**src/design/dtr_defs.vh**
```
// constants for the dual channel temperature readout core
`ifndef DTR_DEFS_VH
`define DTR_DEFS_VH
`define DTR_CLK_MHZ 200
`define DTR_TIMEOUT_MIN_MS 25
`define DTR_TIMEOUT_MAX_MS 55
`define DTR_TIMEOUT_CYC (`DTR_TIMEOUT_MIN_MS * 1000 * `DTR_CLK_MHZ + 1)
`define DTR_INTEG_MS 60
`define DTR_INTEG_CYC (`DTR_INTEG_MS * 1000 * `DTR_CLK_MHZ)
`define DTR_CONV_MS 125
`define DTR_CONV_CYC (`DTR_CONV_MS * 1000 * `DTR_CLK_MHZ)
`define DTR_REG_LOCAL_WHOLE 8'h00
`define DTR_REG_REMOTE_WHOLE 8'h01
`define DTR_REG_STATUS 8'h02
`define DTR_REG_CONFIG 8'h03
`define DTR_REG_RATE 8'h04
`define DTR_REG_ONESHOT 8'h0f
`define DTR_REG_REMOTE_FRAC 8'h10
`define DTR_REG_LOCAL_FRAC 8'h11
`define DTR_REG_LOCAL_HIGH 8'h05
`define DTR_REG_LOCAL_LOW 8'h06
`define DTR_REG_REMOTE_HIGH 8'h07
`define DTR_REG_REMOTE_LOW 8'h08
`define DTR_REG_OVERTEMP_TRIP_N_LIMIT 8'h20
`define DTR_REG_SLAVE_ADDR 7'h4c
`define DTR_ALERT_RESP_ADDR 7'h0c
`define DTR_FAULT_CODE 8'hff
`define DTR_CFG_STANDBY_BIT 6
`define DTR_CFG_FAULT_EN_BIT 0
`define DTR_LIMIT_HIGH_RST 8'h46
`define DTR_LIMIT_LOW_RST 8'h00
`define DTR_OVERTEMP_TRIP_N_RST 8'h55
`define DTR_RATE_RST 8'h00
`endif

```
**src/design/dtr_core.v**
```verilog
// dual channel temperature readout core with alarms
`include "dtr_defs.vh"
// Operation
// - the serial state machine returns to idle when the clock stays low past the bus stall limit of 25 to 55 ms.
// - the overtemperature output pulls low while a temperature is above the programmed trip threshold.
// - the limit alarm asserts when local or remote temperature goes above its high or below its low limit.
// - the limit alarm latches until a status read or alert response acknowledges it with the fault gone.
// - when enabled, a shorted or open remote diode also asserts the limit alarm.
// - each temperature is 11 bits with a least bit worth one eighth degree.
// - main registers hold whole degrees unsigned and full scale ff marks a diode fault.
// - the three fraction bits sit in extended registers 10h remote and 11h local.
// - conversions run continuously at a programmed rate or singly on request.
// - every conversion covers both local and remote channels.
// - both channels are measured and reported even if one is unused.
// - each channel integrates for about 60 ms.
// - a full two-channel conversion takes nominally 125 ms from the stop bit.
// - setting the standby bit halts autonomous conversions while single shots still work.
// - main and extended registers of a channel update in the same cycle.
module dtr_core #(
  parameter TIMEOUT_CYC = `DTR_TIMEOUT_CYC,
  parameter INTEG_CYC = `DTR_INTEG_CYC,
  parameter CONV_CYC = `DTR_CONV_CYC,
  parameter RATE_UNIT_CYC = `DTR_CONV_CYC
) (
  input wire clk_in,                   // 200 mhz core clock
  input wire rst_in,                   // async reset, high
  input wire scl_in,                   // serial clock pin level
  input wire sda_in,                   // serial data pin level
  output wire sda_out,                 // serial data drive value (0)
  output wire sda_oe_out,              // serial data pulled low
  output wire overtemp_trip_n_out,     // trip pin value (0)
  output wire overtemp_trip_n_oe_out,  // trip pin pulled low
  output wire alert_n_out,             // alarm pin value (0)
  output wire alert_n_oe_out,          // alarm pin pulled low
  input wire [11:0] local_adc_in,      // signed local reading, 1/8 c
  input wire [11:0] remote_adc_in,     // signed remote reading, 1/8 c
  input wire remote_diode_pos_fault_in, // positive diode pin open
  input wire remote_diode_neg_fault_in, // diode pins shorted
  output wire busy_out                 // conversion in progress
);
  localparam CW = 32;
  // conversion sequencer states
  localparam S_IDLE = 2'd0;
  localparam S_LOC = 2'd1;
  localparam S_REM = 2'd2;
  localparam S_WAIT = 2'd3;
  wire [7:0] cmd, wdata;
  wire wr, rd, ara, stop, stall;
  reg [7:0] rdata;
  reg [7:0] loc_whole_r, rem_whole_r, loc_frac_r, rem_frac_r;
  reg [7:0] cfg_r, rate_r, overtemp_trip_n_r;
  reg [7:0] lhi_r, llo_r, rhi_r, rlo_r;
  reg [10:0] loc_smp_r, rem_smp_r;
  reg rem_flt_r, alert_r, overtemp_trip_n_act_r, oneshot_r;
  reg [1:0] st_r;
  reg [CW-1:0] cnt_r, rate_cnt_r;
  wire standby = cfg_r[`DTR_CFG_STANDBY_BIT];
  // whole-degree parts of the held samples
  wire [7:0] lw = loc_smp_r[10:3];
  wire [7:0] rw = rem_smp_r[10:3];
  // limit conditions, recomputed from the latest samples
  wire cond_l = (lw > lhi_r) || (lw < llo_r);
  wire cond_r = !rem_flt_r && ((rw > rhi_r) || (rw < rlo_r));
  wire cond_f = rem_flt_r && cfg_r[`DTR_CFG_FAULT_EN_BIT];
  wire cond = cond_l || cond_r || cond_f;
  wire rd_status = rd && cmd == `DTR_REG_STATUS;
  // clamp a signed 1/8 c sample to unsigned 11 bits
  function [10:0] clamp11;
    input [11:0] v;
    begin
      clamp11 = v[11] ? 11'h000 : v[10:0];
    end
  endfunction
  // ********************************************************
  // serial slave
  // ********************************************************
  dtr_serial #(.TIMEOUT_CYC(TIMEOUT_CYC)) u_serial (
    .clk_in(clk_in),
    .rst_in(rst_in),
    .scl_in(scl_in),
    .sda_in(sda_in),
    .sda_oe_out(sda_oe_out),
    .cmd_out(cmd),
    .wr_out(wr),
    .wdata_out(wdata),
    .rd_out(rd),
    .rdata_in(rdata),
    .ara_out(ara),
    .alert_in(alert_r),
    .stop_out(stop),
    .stall_out(stall)
  );
  // open-drain pins: value fixed low, the enable pulls the line
  assign sda_out = 1'b0;
  assign overtemp_trip_n_out = 1'b0;
  assign alert_n_out = 1'b0;
  assign overtemp_trip_n_oe_out = overtemp_trip_n_act_r;
  assign alert_n_oe_out = alert_r;
  assign busy_out = (st_r == S_LOC) || (st_r == S_REM);
  // ********************************************************
  // register read mux
  // ********************************************************
  always @* begin
    case (cmd)
      `DTR_REG_LOCAL_WHOLE: rdata = loc_whole_r;
      `DTR_REG_REMOTE_WHOLE: rdata = rem_whole_r;
      `DTR_REG_REMOTE_FRAC: rdata = rem_frac_r;
      `DTR_REG_LOCAL_FRAC: rdata = loc_frac_r;
      `DTR_REG_STATUS:
        rdata = {busy_out, 1'b0, 1'b0, cond_f, cond_l, cond_r,
                 overtemp_trip_n_act_r, alert_r};
      `DTR_REG_CONFIG: rdata = cfg_r;
      `DTR_REG_RATE: rdata = rate_r;
      `DTR_REG_LOCAL_HIGH: rdata = lhi_r;
      `DTR_REG_LOCAL_LOW: rdata = llo_r;
      `DTR_REG_REMOTE_HIGH: rdata = rhi_r;
      `DTR_REG_REMOTE_LOW: rdata = rlo_r;
      `DTR_REG_OVERTEMP_TRIP_N_LIMIT: rdata = overtemp_trip_n_r;
      default: rdata = 8'h00;
    endcase
  end
  // ********************************************************
  // writable registers, conversion sequencer, alarms
  // ********************************************************
  always @(posedge clk_in or posedge rst_in) begin
    if (rst_in) begin
      cfg_r <= 8'h00;
      rate_r <= `DTR_RATE_RST;
      overtemp_trip_n_r <= `DTR_OVERTEMP_TRIP_N_RST;
      lhi_r <= `DTR_LIMIT_HIGH_RST;
      rhi_r <= `DTR_LIMIT_HIGH_RST;
      llo_r <= `DTR_LIMIT_LOW_RST;
      rlo_r <= `DTR_LIMIT_LOW_RST;
      loc_whole_r <= 8'h00;
      rem_whole_r <= 8'h00;
      loc_frac_r <= 8'h00;
      rem_frac_r <= 8'h00;
      loc_smp_r <= 11'h000;
      rem_smp_r <= 11'h000;
      rem_flt_r <= 1'b0;
      alert_r <= 1'b0;
      overtemp_trip_n_act_r <= 1'b0;
      oneshot_r <= 1'b0;
      st_r <= S_IDLE;
      cnt_r <= {CW{1'b0}};
      rate_cnt_r <= {CW{1'b0}};
    end else begin
      // host writes; read-only and unmapped offsets are ignored
      if (wr) begin
        case (cmd)
          `DTR_REG_CONFIG: cfg_r <= wdata;
          `DTR_REG_RATE: rate_r <= wdata;
          `DTR_REG_LOCAL_HIGH: lhi_r <= wdata;
          `DTR_REG_LOCAL_LOW: llo_r <= wdata;
          `DTR_REG_REMOTE_HIGH: rhi_r <= wdata;
          `DTR_REG_REMOTE_LOW: rlo_r <= wdata;
          `DTR_REG_OVERTEMP_TRIP_N_LIMIT: overtemp_trip_n_r <= wdata;
          `DTR_REG_ONESHOT: oneshot_r <= 1'b1;
          default: begin
          end
        endcase
      end
      // trip follows the latest samples, no latch
      overtemp_trip_n_act_r <= (lw > overtemp_trip_n_r) || (!rem_flt_r && rw > overtemp_trip_n_r);
      // set wins over acknowledge; clears only once fault gone
      if (cond)
        alert_r <= 1'b1;
      else if (rd_status || ara)
        alert_r <= 1'b0;
      // conversion sequence, both channels every time
      case (st_r)
        S_IDLE: begin
          rate_cnt_r <= rate_cnt_r + 1'b1;
          // armed one shot starts at stop, free run after the gap
          if ((oneshot_r && stop) || (!standby &&
              rate_cnt_r >= RATE_UNIT_CYC * (rate_r + 1))) begin
            st_r <= S_LOC;
            cnt_r <= {CW{1'b0}};
            oneshot_r <= 1'b0;
          end
        end
        S_LOC: begin
          cnt_r <= cnt_r + 1'b1;
          if (cnt_r >= INTEG_CYC - 1) begin
            loc_smp_r <= clamp11(local_adc_in);
            st_r <= S_REM;
          end
        end
        S_REM: begin
          cnt_r <= cnt_r + 1'b1;
          if (cnt_r >= 2 * INTEG_CYC - 1) begin
            rem_smp_r <= clamp11(remote_adc_in);
            // diode fault sampled together with the remote reading
            rem_flt_r <= remote_diode_pos_fault_in |
                         remote_diode_neg_fault_in;
            st_r <= S_WAIT;
          end
        end
        S_WAIT: begin
          cnt_r <= cnt_r + 1'b1;
          if (cnt_r >= CONV_CYC - 1) begin
            // whole and fraction move together
            loc_whole_r <= lw;
            loc_frac_r <= {loc_smp_r[2:0], 5'h00};
            rem_whole_r <= rem_flt_r ? `DTR_FAULT_CODE : rw;
            rem_frac_r <= rem_flt_r ? 8'h00 : {rem_smp_r[2:0], 5'h00};
            st_r <= S_IDLE;
            rate_cnt_r <= {CW{1'b0}};
          end
        end
        default: st_r <= S_IDLE;
      endcase
      // a standby write mid-sequence drops it; old results stay
      if (wr && cmd == `DTR_REG_CONFIG && !standby &&
          wdata[`DTR_CFG_STANDBY_BIT] && st_r != S_IDLE) begin
        st_r <= S_IDLE;
      end
    end
  end
endmodule

```
**src/design/dtr_serial.v**
```verilog
// two-wire serial slave: byte framing, start/stop, stall timeout
`include "dtr_defs.vh"
module dtr_serial #(
  parameter TIMEOUT_CYC = `DTR_TIMEOUT_CYC
) (
  input wire clk_in,          // core clock
  input wire rst_in,          // async reset, high
  input wire scl_in,          // serial clock level
  input wire sda_in,          // serial data level
  output reg sda_oe_out,      // pull data low while high
  output reg [7:0] cmd_out,   // selected register
  output reg wr_out,          // one-cycle write strobe
  output reg [7:0] wdata_out, // write data
  output reg rd_out,          // one-cycle read-byte fetch strobe
  input wire [7:0] rdata_in,  // data to send
  output reg ara_out,         // alert response byte sent pulse
  input wire alert_in,        // alert level, answers ara
  output reg stop_out,        // stop condition pulse
  output reg stall_out        // timeout reset pulse
);
  localparam ST_IDLE = 3'd0;
  localparam ST_ADDR = 3'd1;
  localparam ST_CMD = 3'd2;
  localparam ST_WDAT = 3'd3;
  localparam ST_RDAT = 3'd4;
  localparam ST_ACK = 3'd5;
  localparam ST_MACK = 3'd6;
  localparam ST_ARA = 3'd7;
  localparam CW = 24;
  localparam [7:0] ARA_BYTE = {`DTR_REG_SLAVE_ADDR, 1'b1};
  reg scl_d_r, sda_d_r;
  reg [2:0] st_r, nx_r;
  reg [3:0] bit_r;
  reg [7:0] sh_r;
  reg rd_mode_r, ara_mode_r;
  reg [CW-1:0] to_r;
  wire scl_rise = scl_in & ~scl_d_r;
  wire scl_fall = ~scl_in & scl_d_r;
  wire start = scl_in & scl_d_r & sda_d_r & ~sda_in;
  wire stop = scl_in & scl_d_r & ~sda_d_r & sda_in;
  wire stalled = (to_r >= TIMEOUT_CYC[CW-1:0]);
  // ********************************************************
  // byte engine, stalled-clock timer
  // ********************************************************
  always @(posedge clk_in or posedge rst_in) begin
    if (rst_in) begin
      scl_d_r <= 1'b1;
      sda_d_r <= 1'b1;
      st_r <= ST_IDLE;
      nx_r <= ST_IDLE;
      bit_r <= 4'h0;
      sh_r <= 8'h00;
      rd_mode_r <= 1'b0;
      ara_mode_r <= 1'b0;
      to_r <= {CW{1'b0}};
      sda_oe_out <= 1'b0;
      cmd_out <= 8'h00;
      wr_out <= 1'b0;
      wdata_out <= 8'h00;
      rd_out <= 1'b0;
      ara_out <= 1'b0;
      stop_out <= 1'b0;
      stall_out <= 1'b0;
    end else begin
      scl_d_r <= scl_in;
      sda_d_r <= sda_in;
      wr_out <= 1'b0;
      rd_out <= 1'b0;
      ara_out <= 1'b0;
      stop_out <= 1'b0;
      stall_out <= 1'b0;
      // count only while clock low; own time base
      if (scl_in || scl_rise)
        to_r <= {CW{1'b0}};
      else if (!stalled)
        to_r <= to_r + 1'b1;
      if (stalled && st_r != ST_IDLE) begin
        st_r <= ST_IDLE; // stuck bus returns to idle
        sda_oe_out <= 1'b0;
        stall_out <= 1'b1;
      end else if (stop) begin
        st_r <= ST_IDLE;
        sda_oe_out <= 1'b0;
        stop_out <= 1'b1;
      end else if (start) begin
        st_r <= ST_ADDR;
        bit_r <= 4'h0;
        sda_oe_out <= 1'b0;
      end else if (scl_rise) begin
        case (st_r)
          ST_ADDR, ST_CMD, ST_WDAT: begin
            sh_r <= {sh_r[6:0], sda_in};
            bit_r <= bit_r + 4'h1;
          end
          ST_MACK: begin
            if (sda_in)
              st_r <= ST_IDLE; // master nack ends read
          end
          default: begin
          end
        endcase
      end else if (scl_fall) begin
        case (st_r)
          ST_ADDR: begin
            if (bit_r == 4'h8) begin
              rd_mode_r <= sh_r[0];
              ara_mode_r <= 1'b0;
              if (sh_r[7:1] == `DTR_REG_SLAVE_ADDR) begin
                sda_oe_out <= 1'b1;
                st_r <= ST_ACK;
                nx_r <= sh_r[0] ? ST_RDAT : ST_CMD;
                if (sh_r[0])
                  rd_out <= 1'b1;
              end else if (sh_r[7:1] == `DTR_ALERT_RESP_ADDR &&
                           sh_r[0] && alert_in) begin
                sda_oe_out <= 1'b1;
                st_r <= ST_ACK;
                nx_r <= ST_RDAT;
                ara_mode_r <= 1'b1;
              end else
                st_r <= ST_IDLE;
            end
          end
          ST_CMD, ST_WDAT: begin
            if (bit_r == 4'h8) begin
              sda_oe_out <= 1'b1;
              st_r <= ST_ACK;
              if (st_r == ST_CMD)
                cmd_out <= sh_r;
              else begin
                wdata_out <= sh_r;
                wr_out <= 1'b1;
              end
              nx_r <= ST_WDAT;
            end
          end
          ST_ACK: begin
            sda_oe_out <= 1'b0;
            bit_r <= 4'h0;
            st_r <= nx_r;
            if (nx_r == ST_RDAT) begin
              sh_r <= ara_mode_r ? ARA_BYTE : rdata_in;
              sda_oe_out <= ara_mode_r ? ~ARA_BYTE[7] : ~rdata_in[7];
              bit_r <= 4'h1;
            end
          end
          ST_RDAT: begin
            if (bit_r == 4'h8) begin
              sda_oe_out <= 1'b0;
              st_r <= ST_MACK;
              if (ara_mode_r)
                ara_out <= 1'b1; // alert acknowledged by response
            end else begin
              sda_oe_out <= ~sh_r[7 - bit_r[2:0]];
              bit_r <= bit_r + 4'h1;
            end
          end
          ST_MACK: begin
            st_r <= ST_IDLE;
          end
          default: begin
          end
        endcase
      end
    end
  end
endmodule

```
**config.mk**
```make
export PLATFORM = sky130hd
export DESIGN_NAME = dtr_core
export DESIGN_NICKNAME = d
export VERILOG_FILES = /design/src/design/dtr_core.v /design/src/design/dtr_serial.v
export VERILOG_INCLUDE_DIRS = /design/src /design/src/design
export SDC_FILE = /design/constraint.sdc
export NUM_CORES = 1
export LEC_CHECK = 0
export ABC_AREA = 1
export BUFFER_PORTS_ARGS = -buffer_cell sky130_fd_sc_hd__buf_4
export CAP_MARGIN = 15
export CORE_UTILIZATION = 25
export CTS_BUF_LIST = sky130_fd_sc_hd__clkbuf_16
export DETAILED_ROUTE_END_ITERATION = 8
export GPL_ROUTABILITY_DRIVEN = 1
export GPL_TIMING_DRIVEN = 0
export PLACE_DENSITY_LB_ADDON = 0.05
export SLEW_MARGIN = 0
export SYNTH_ARGS = -nofsm -noshare
export SYNTH_HDL_FRONTEND = slang
export SYNTH_SLANG_ARGS = --single-unit
```
**constraint.sdc**
```tcl
create_clock -name clk_in -period 16.75 [get_ports clk_in]
set_input_delay 1.675 -clock clk_in [delete_from_list [all_inputs] [get_ports clk_in]]
set_output_delay 1.675 -clock clk_in [all_outputs]
set_load 0.05 [all_outputs]
```
==> flow_summary.json <==
{
  "critical_path.startpoint_type": "register",
  "layout.cells.most_common_list": "nand2_1 (521), inv_1 (388), dfrtp_1 (224)",
  "worst_setup_path_category": "register to register",
  "first_global_vias": 15525,
  "cp_max_fo": 10,
  "yosys_warnings": 0,
  "cts_repair_resize_count": 0,
  "post_synth_main_area_contributors": "dfrtp_1 (32%), nand2_1 (11%), ha_1 (9.7%), inv_1 (8.2%), o21ai_0 (5.3%)",
  "worst_slack_ns": 8.73,
  "p_per_area_nw_per_um2": 71.8,
  "cts.sink_count": 236,
  "critical_path.reg2reg.endpoint": "cnt_r[26]$_DFFE_PP0P_",
  "mappedNetlistArea_um2": 17500,
  "timing.rr.start": "rate_r[0]$_DFFE_PP0P_",
  "hold_path_depth": 2,
  "synth_largest_area_cell": "dfrtp_1",
  "syn-mean-instance-area_um2": 7.45,
  "r2r_cells": 34,
  "die_area_um2": 71200,
  "min_delay_worst_endpoint": "u_serial.cmd_out[6]$_DFFE_PP0P_",
  "fin_util_pct": 29.2,
  "synthArstFlopShare_pct": 100,
  "max_stage_delay_cell_worst_path": "fa_1",
  "footprint_of_the_flip_flops_and_latches_um2": 5920,
  "post_synth_inst_count": 2352,
  "synth_top_cell_area_share_pct": 32.0,
  "row_count": 96,
  "clkTransAtPathRegs_ns": 0.06,
  "layout.cells.most_common": "nand2_1",
  "clk_path_buf_depth": 3,
  "synth_seq_cells": 236,
  "clock_tree.root_cell": "clkbuf_16",
  "ctsHtreeMaxLevel": 2,
  "grt_start_max_net_pins": 109,
  "ctsHoldBuffers": 0,
  "finalSetupViolCount": 0,
  "hold_path.startpoint": "u_serial.cmd_out[6]$_DFFE_PP0P_",
  "total_negative_slack_ns": 0,
  "endpoint_kind_of_the_worst_setup_timing_path": "register",
  "grt_use_total_pct": 17.6,
  "routed-via-count": 15471,
  "worstSkewPairLatency_ns": 0.56,
  "area_overhead_vs_synth_pct": 14.7,
  "max-vdd-ir-drop_mv": 0.0547,
  "cp.buffers_inverters": 9,
  "finalClockSkew_ns": 0.0317,
  "initial_utilization_pct": 25.4,
  "cp_common_cell": "inv_1",
  "max_freq_mhz": 125,
  "grt_remaining_overflow": 0,
  "detailed_router_s_first_iteration_violation_count": 846,
  "detail_route.wl_per_cell_um": 18.2,
  "dp.cells": 3320,
  "final-hold-violation-count": 0,
  "detailedRoute.firstPassIterationCount": 5,
  "synth_top_flop_cell": "dfrtp_1",
  "finalNonFillerCells": 3382,
  "grt_antenna_before_repair": 0,
  "route.final.wire_length_mm": 61.5,
  "design.final.nets": 2637,
  "timing.critical_path.required_ns": 17.16,
  "worst-r2r-setup-slack_ns": 8.73,
  "drc": 0,
  "ioPinCount": 37,
  "post-cts-setup-buffer-count": 0,
  "overall_die_height_um": 267,
  "synth_cell_types": 53,
  "gp_routability_congestion": 0.860,
  "max_slew.worst_pin.slew_ns": 0.860,
  "portion_of_the_post_synthesis_area_used_by_sequential_elements_pct": 33.8,
  "timing.slew.headroom_pct": 42.5,
  "critPathMaxStageDelay_ns": 0.73,
  "pre_cts_slack_ns": 8.45,
  "cts_inserted_buffers": 34,
  "chipWidth_um": 267,
  "number_of_antenna_cells_inserted": 0,
  "number_of_inserted_filler_cells_in_the_final_layout": 7576,
  "avgViaCountPerCell": 4.57,
  "synth-edff-count": 0,
  "fin_worst_hold_slack_ns": 0.480,
  "timing_max_transition_violations_final": 0,
  "static-leakage-power_uw": 0.00950,
  "drv.max_cap_violation_count": 0,
  "core_region_area_um2": 68900,
  "status": "complete, no violations",
  "wire_length_of_the_first_global_routing_pass_mm": 94.8,
  "drive_above_1_share_pct": 7.96,
  "place.detailed.hpwl_mm": 48.1,
  "portBuffers": 33,
  "grt_setup_unrepaired": "no",
  "post-route-period-util_pct": 47.9,
  "holdCritPathClass": "register to register",
  "critPathArrivalTime_ns": 8.43,
  "post-route-min-period_ns": 8.02,
  "multi_input_area_um2": 9810,
  "route.antenna.remaining_nets": 0,
  "critPathTopFamily": "adder cells",
  "clock_tree_from_tritoncts": "built"
}
[power by group]
group,total [uW],switching (uW),internal [uW]
combinational,125,88.3,37.1
clock,722,303,420
sequential,595,13.6,581
total,1440,404,1040
[through the flow]
stage	cell area [um^2]	total power, uW
floorplan	17500	687
global placement	18900	730
detailed placement	19000	732
CTS	20100	1470
global route	20100	1510
finish	20100	1440
[synthesized netlist by cell type, drive strengths merged, types with 5 or more instances]
cell and count:
dfstp 12, fa 46, inv 403, nand4 52, xnor2 13, clkbuf 21, ha 136, o22ai 21
dfrtp 224, nand3 165, nand2 534, nor2 207, a31oi 13, nor3 60, or2 6, nor4 10
buf 28, xor2 52, o21a 5, o21ai 220, a21oi 82, o31ai 11
[cells by family (layout without fill, tap and decap cells)]
group           count (synthesis)  in the layout  share of synthesized area [%]
other cells                     1              3                         0.0214
simple gates                 1047           1047                           26.3
flops                         236            236                           33.8
xor+xnor                       65             65                           3.25
compound gates                369            369                           11.4
buf+inv                       452            549                           10.3
fa+ha+maj                     182            182                           15.0
[registers in the layout, indices dropped and copies added (netlist names), 11 cells and up]
register,cells
rate_cnt_r,32
loc_smp_r,11
u_serial.to_r,24
cnt_r,32
rem_smp_r,11
[worst max path at each step]
stage | from | to | slack, ns | cells past startpoint
4_1_cts | rate_r[0]$_DFFE_PP0P_ | cnt_r[26]$_DFFE_PP0P_ | 8.47 | 34
3_5_place_dp | rate_r[0]$_DFFE_PP0P_ | cnt_r[26]$_DFFE_PP0P_ | 8.45 | 34
5_1_grt | rate_r[0]$_DFFE_PP0P_ | cnt_r[18]$_DFFE_PP0P_ | 7.98 | 34
6_report | rate_r[0]$_DFFE_PP0P_ | cnt_r[26]$_DFFE_PP0P_ | 8.73 | 34
2_1_floorplan | rst_in | alert_n_oe_out$_DFFE_PP0P_ | 8.62 | 1
3_3_place_gp | rst_in | cnt_r[7]$_DFFE_PP0P_ | 4.58 | 2
[layout make-up]
class | count | area share [%]
inverter | 403 | 7.60
timing repair buffer | 35 | 1.51
clock inverter | 28 | 1.18
multi-input combinational | 1666 | 48.8
buffer | 49 | 1.43
tap | 931 | 5.80
clock buffer | 34 | 4.23
sequential | 236 | 29.5
[layer usage]
metal,vias to the layer above,routed length (um),track usage [%]
li1,7773,-,-
met4,0,1540,5.33
met1,7360,29500,24.0
met2,261,28400,28.9
met3,77,2000,2.15
met5,-,0,0
[worst reg2reg max path, delay by kind of cell, from the launching register on]
family	cells	cell delay, ns
AO/OA/AOI/OAI	3	0.59
XOR/XNOR	2	0.57
adder cells (fa/ha/maj)	6	3.02
buffers and inverters	9	1.33
flip-flops	1	0.48
AND/OR/NAND/NOR	14	1.89
(Power assumes the default switching activity.)
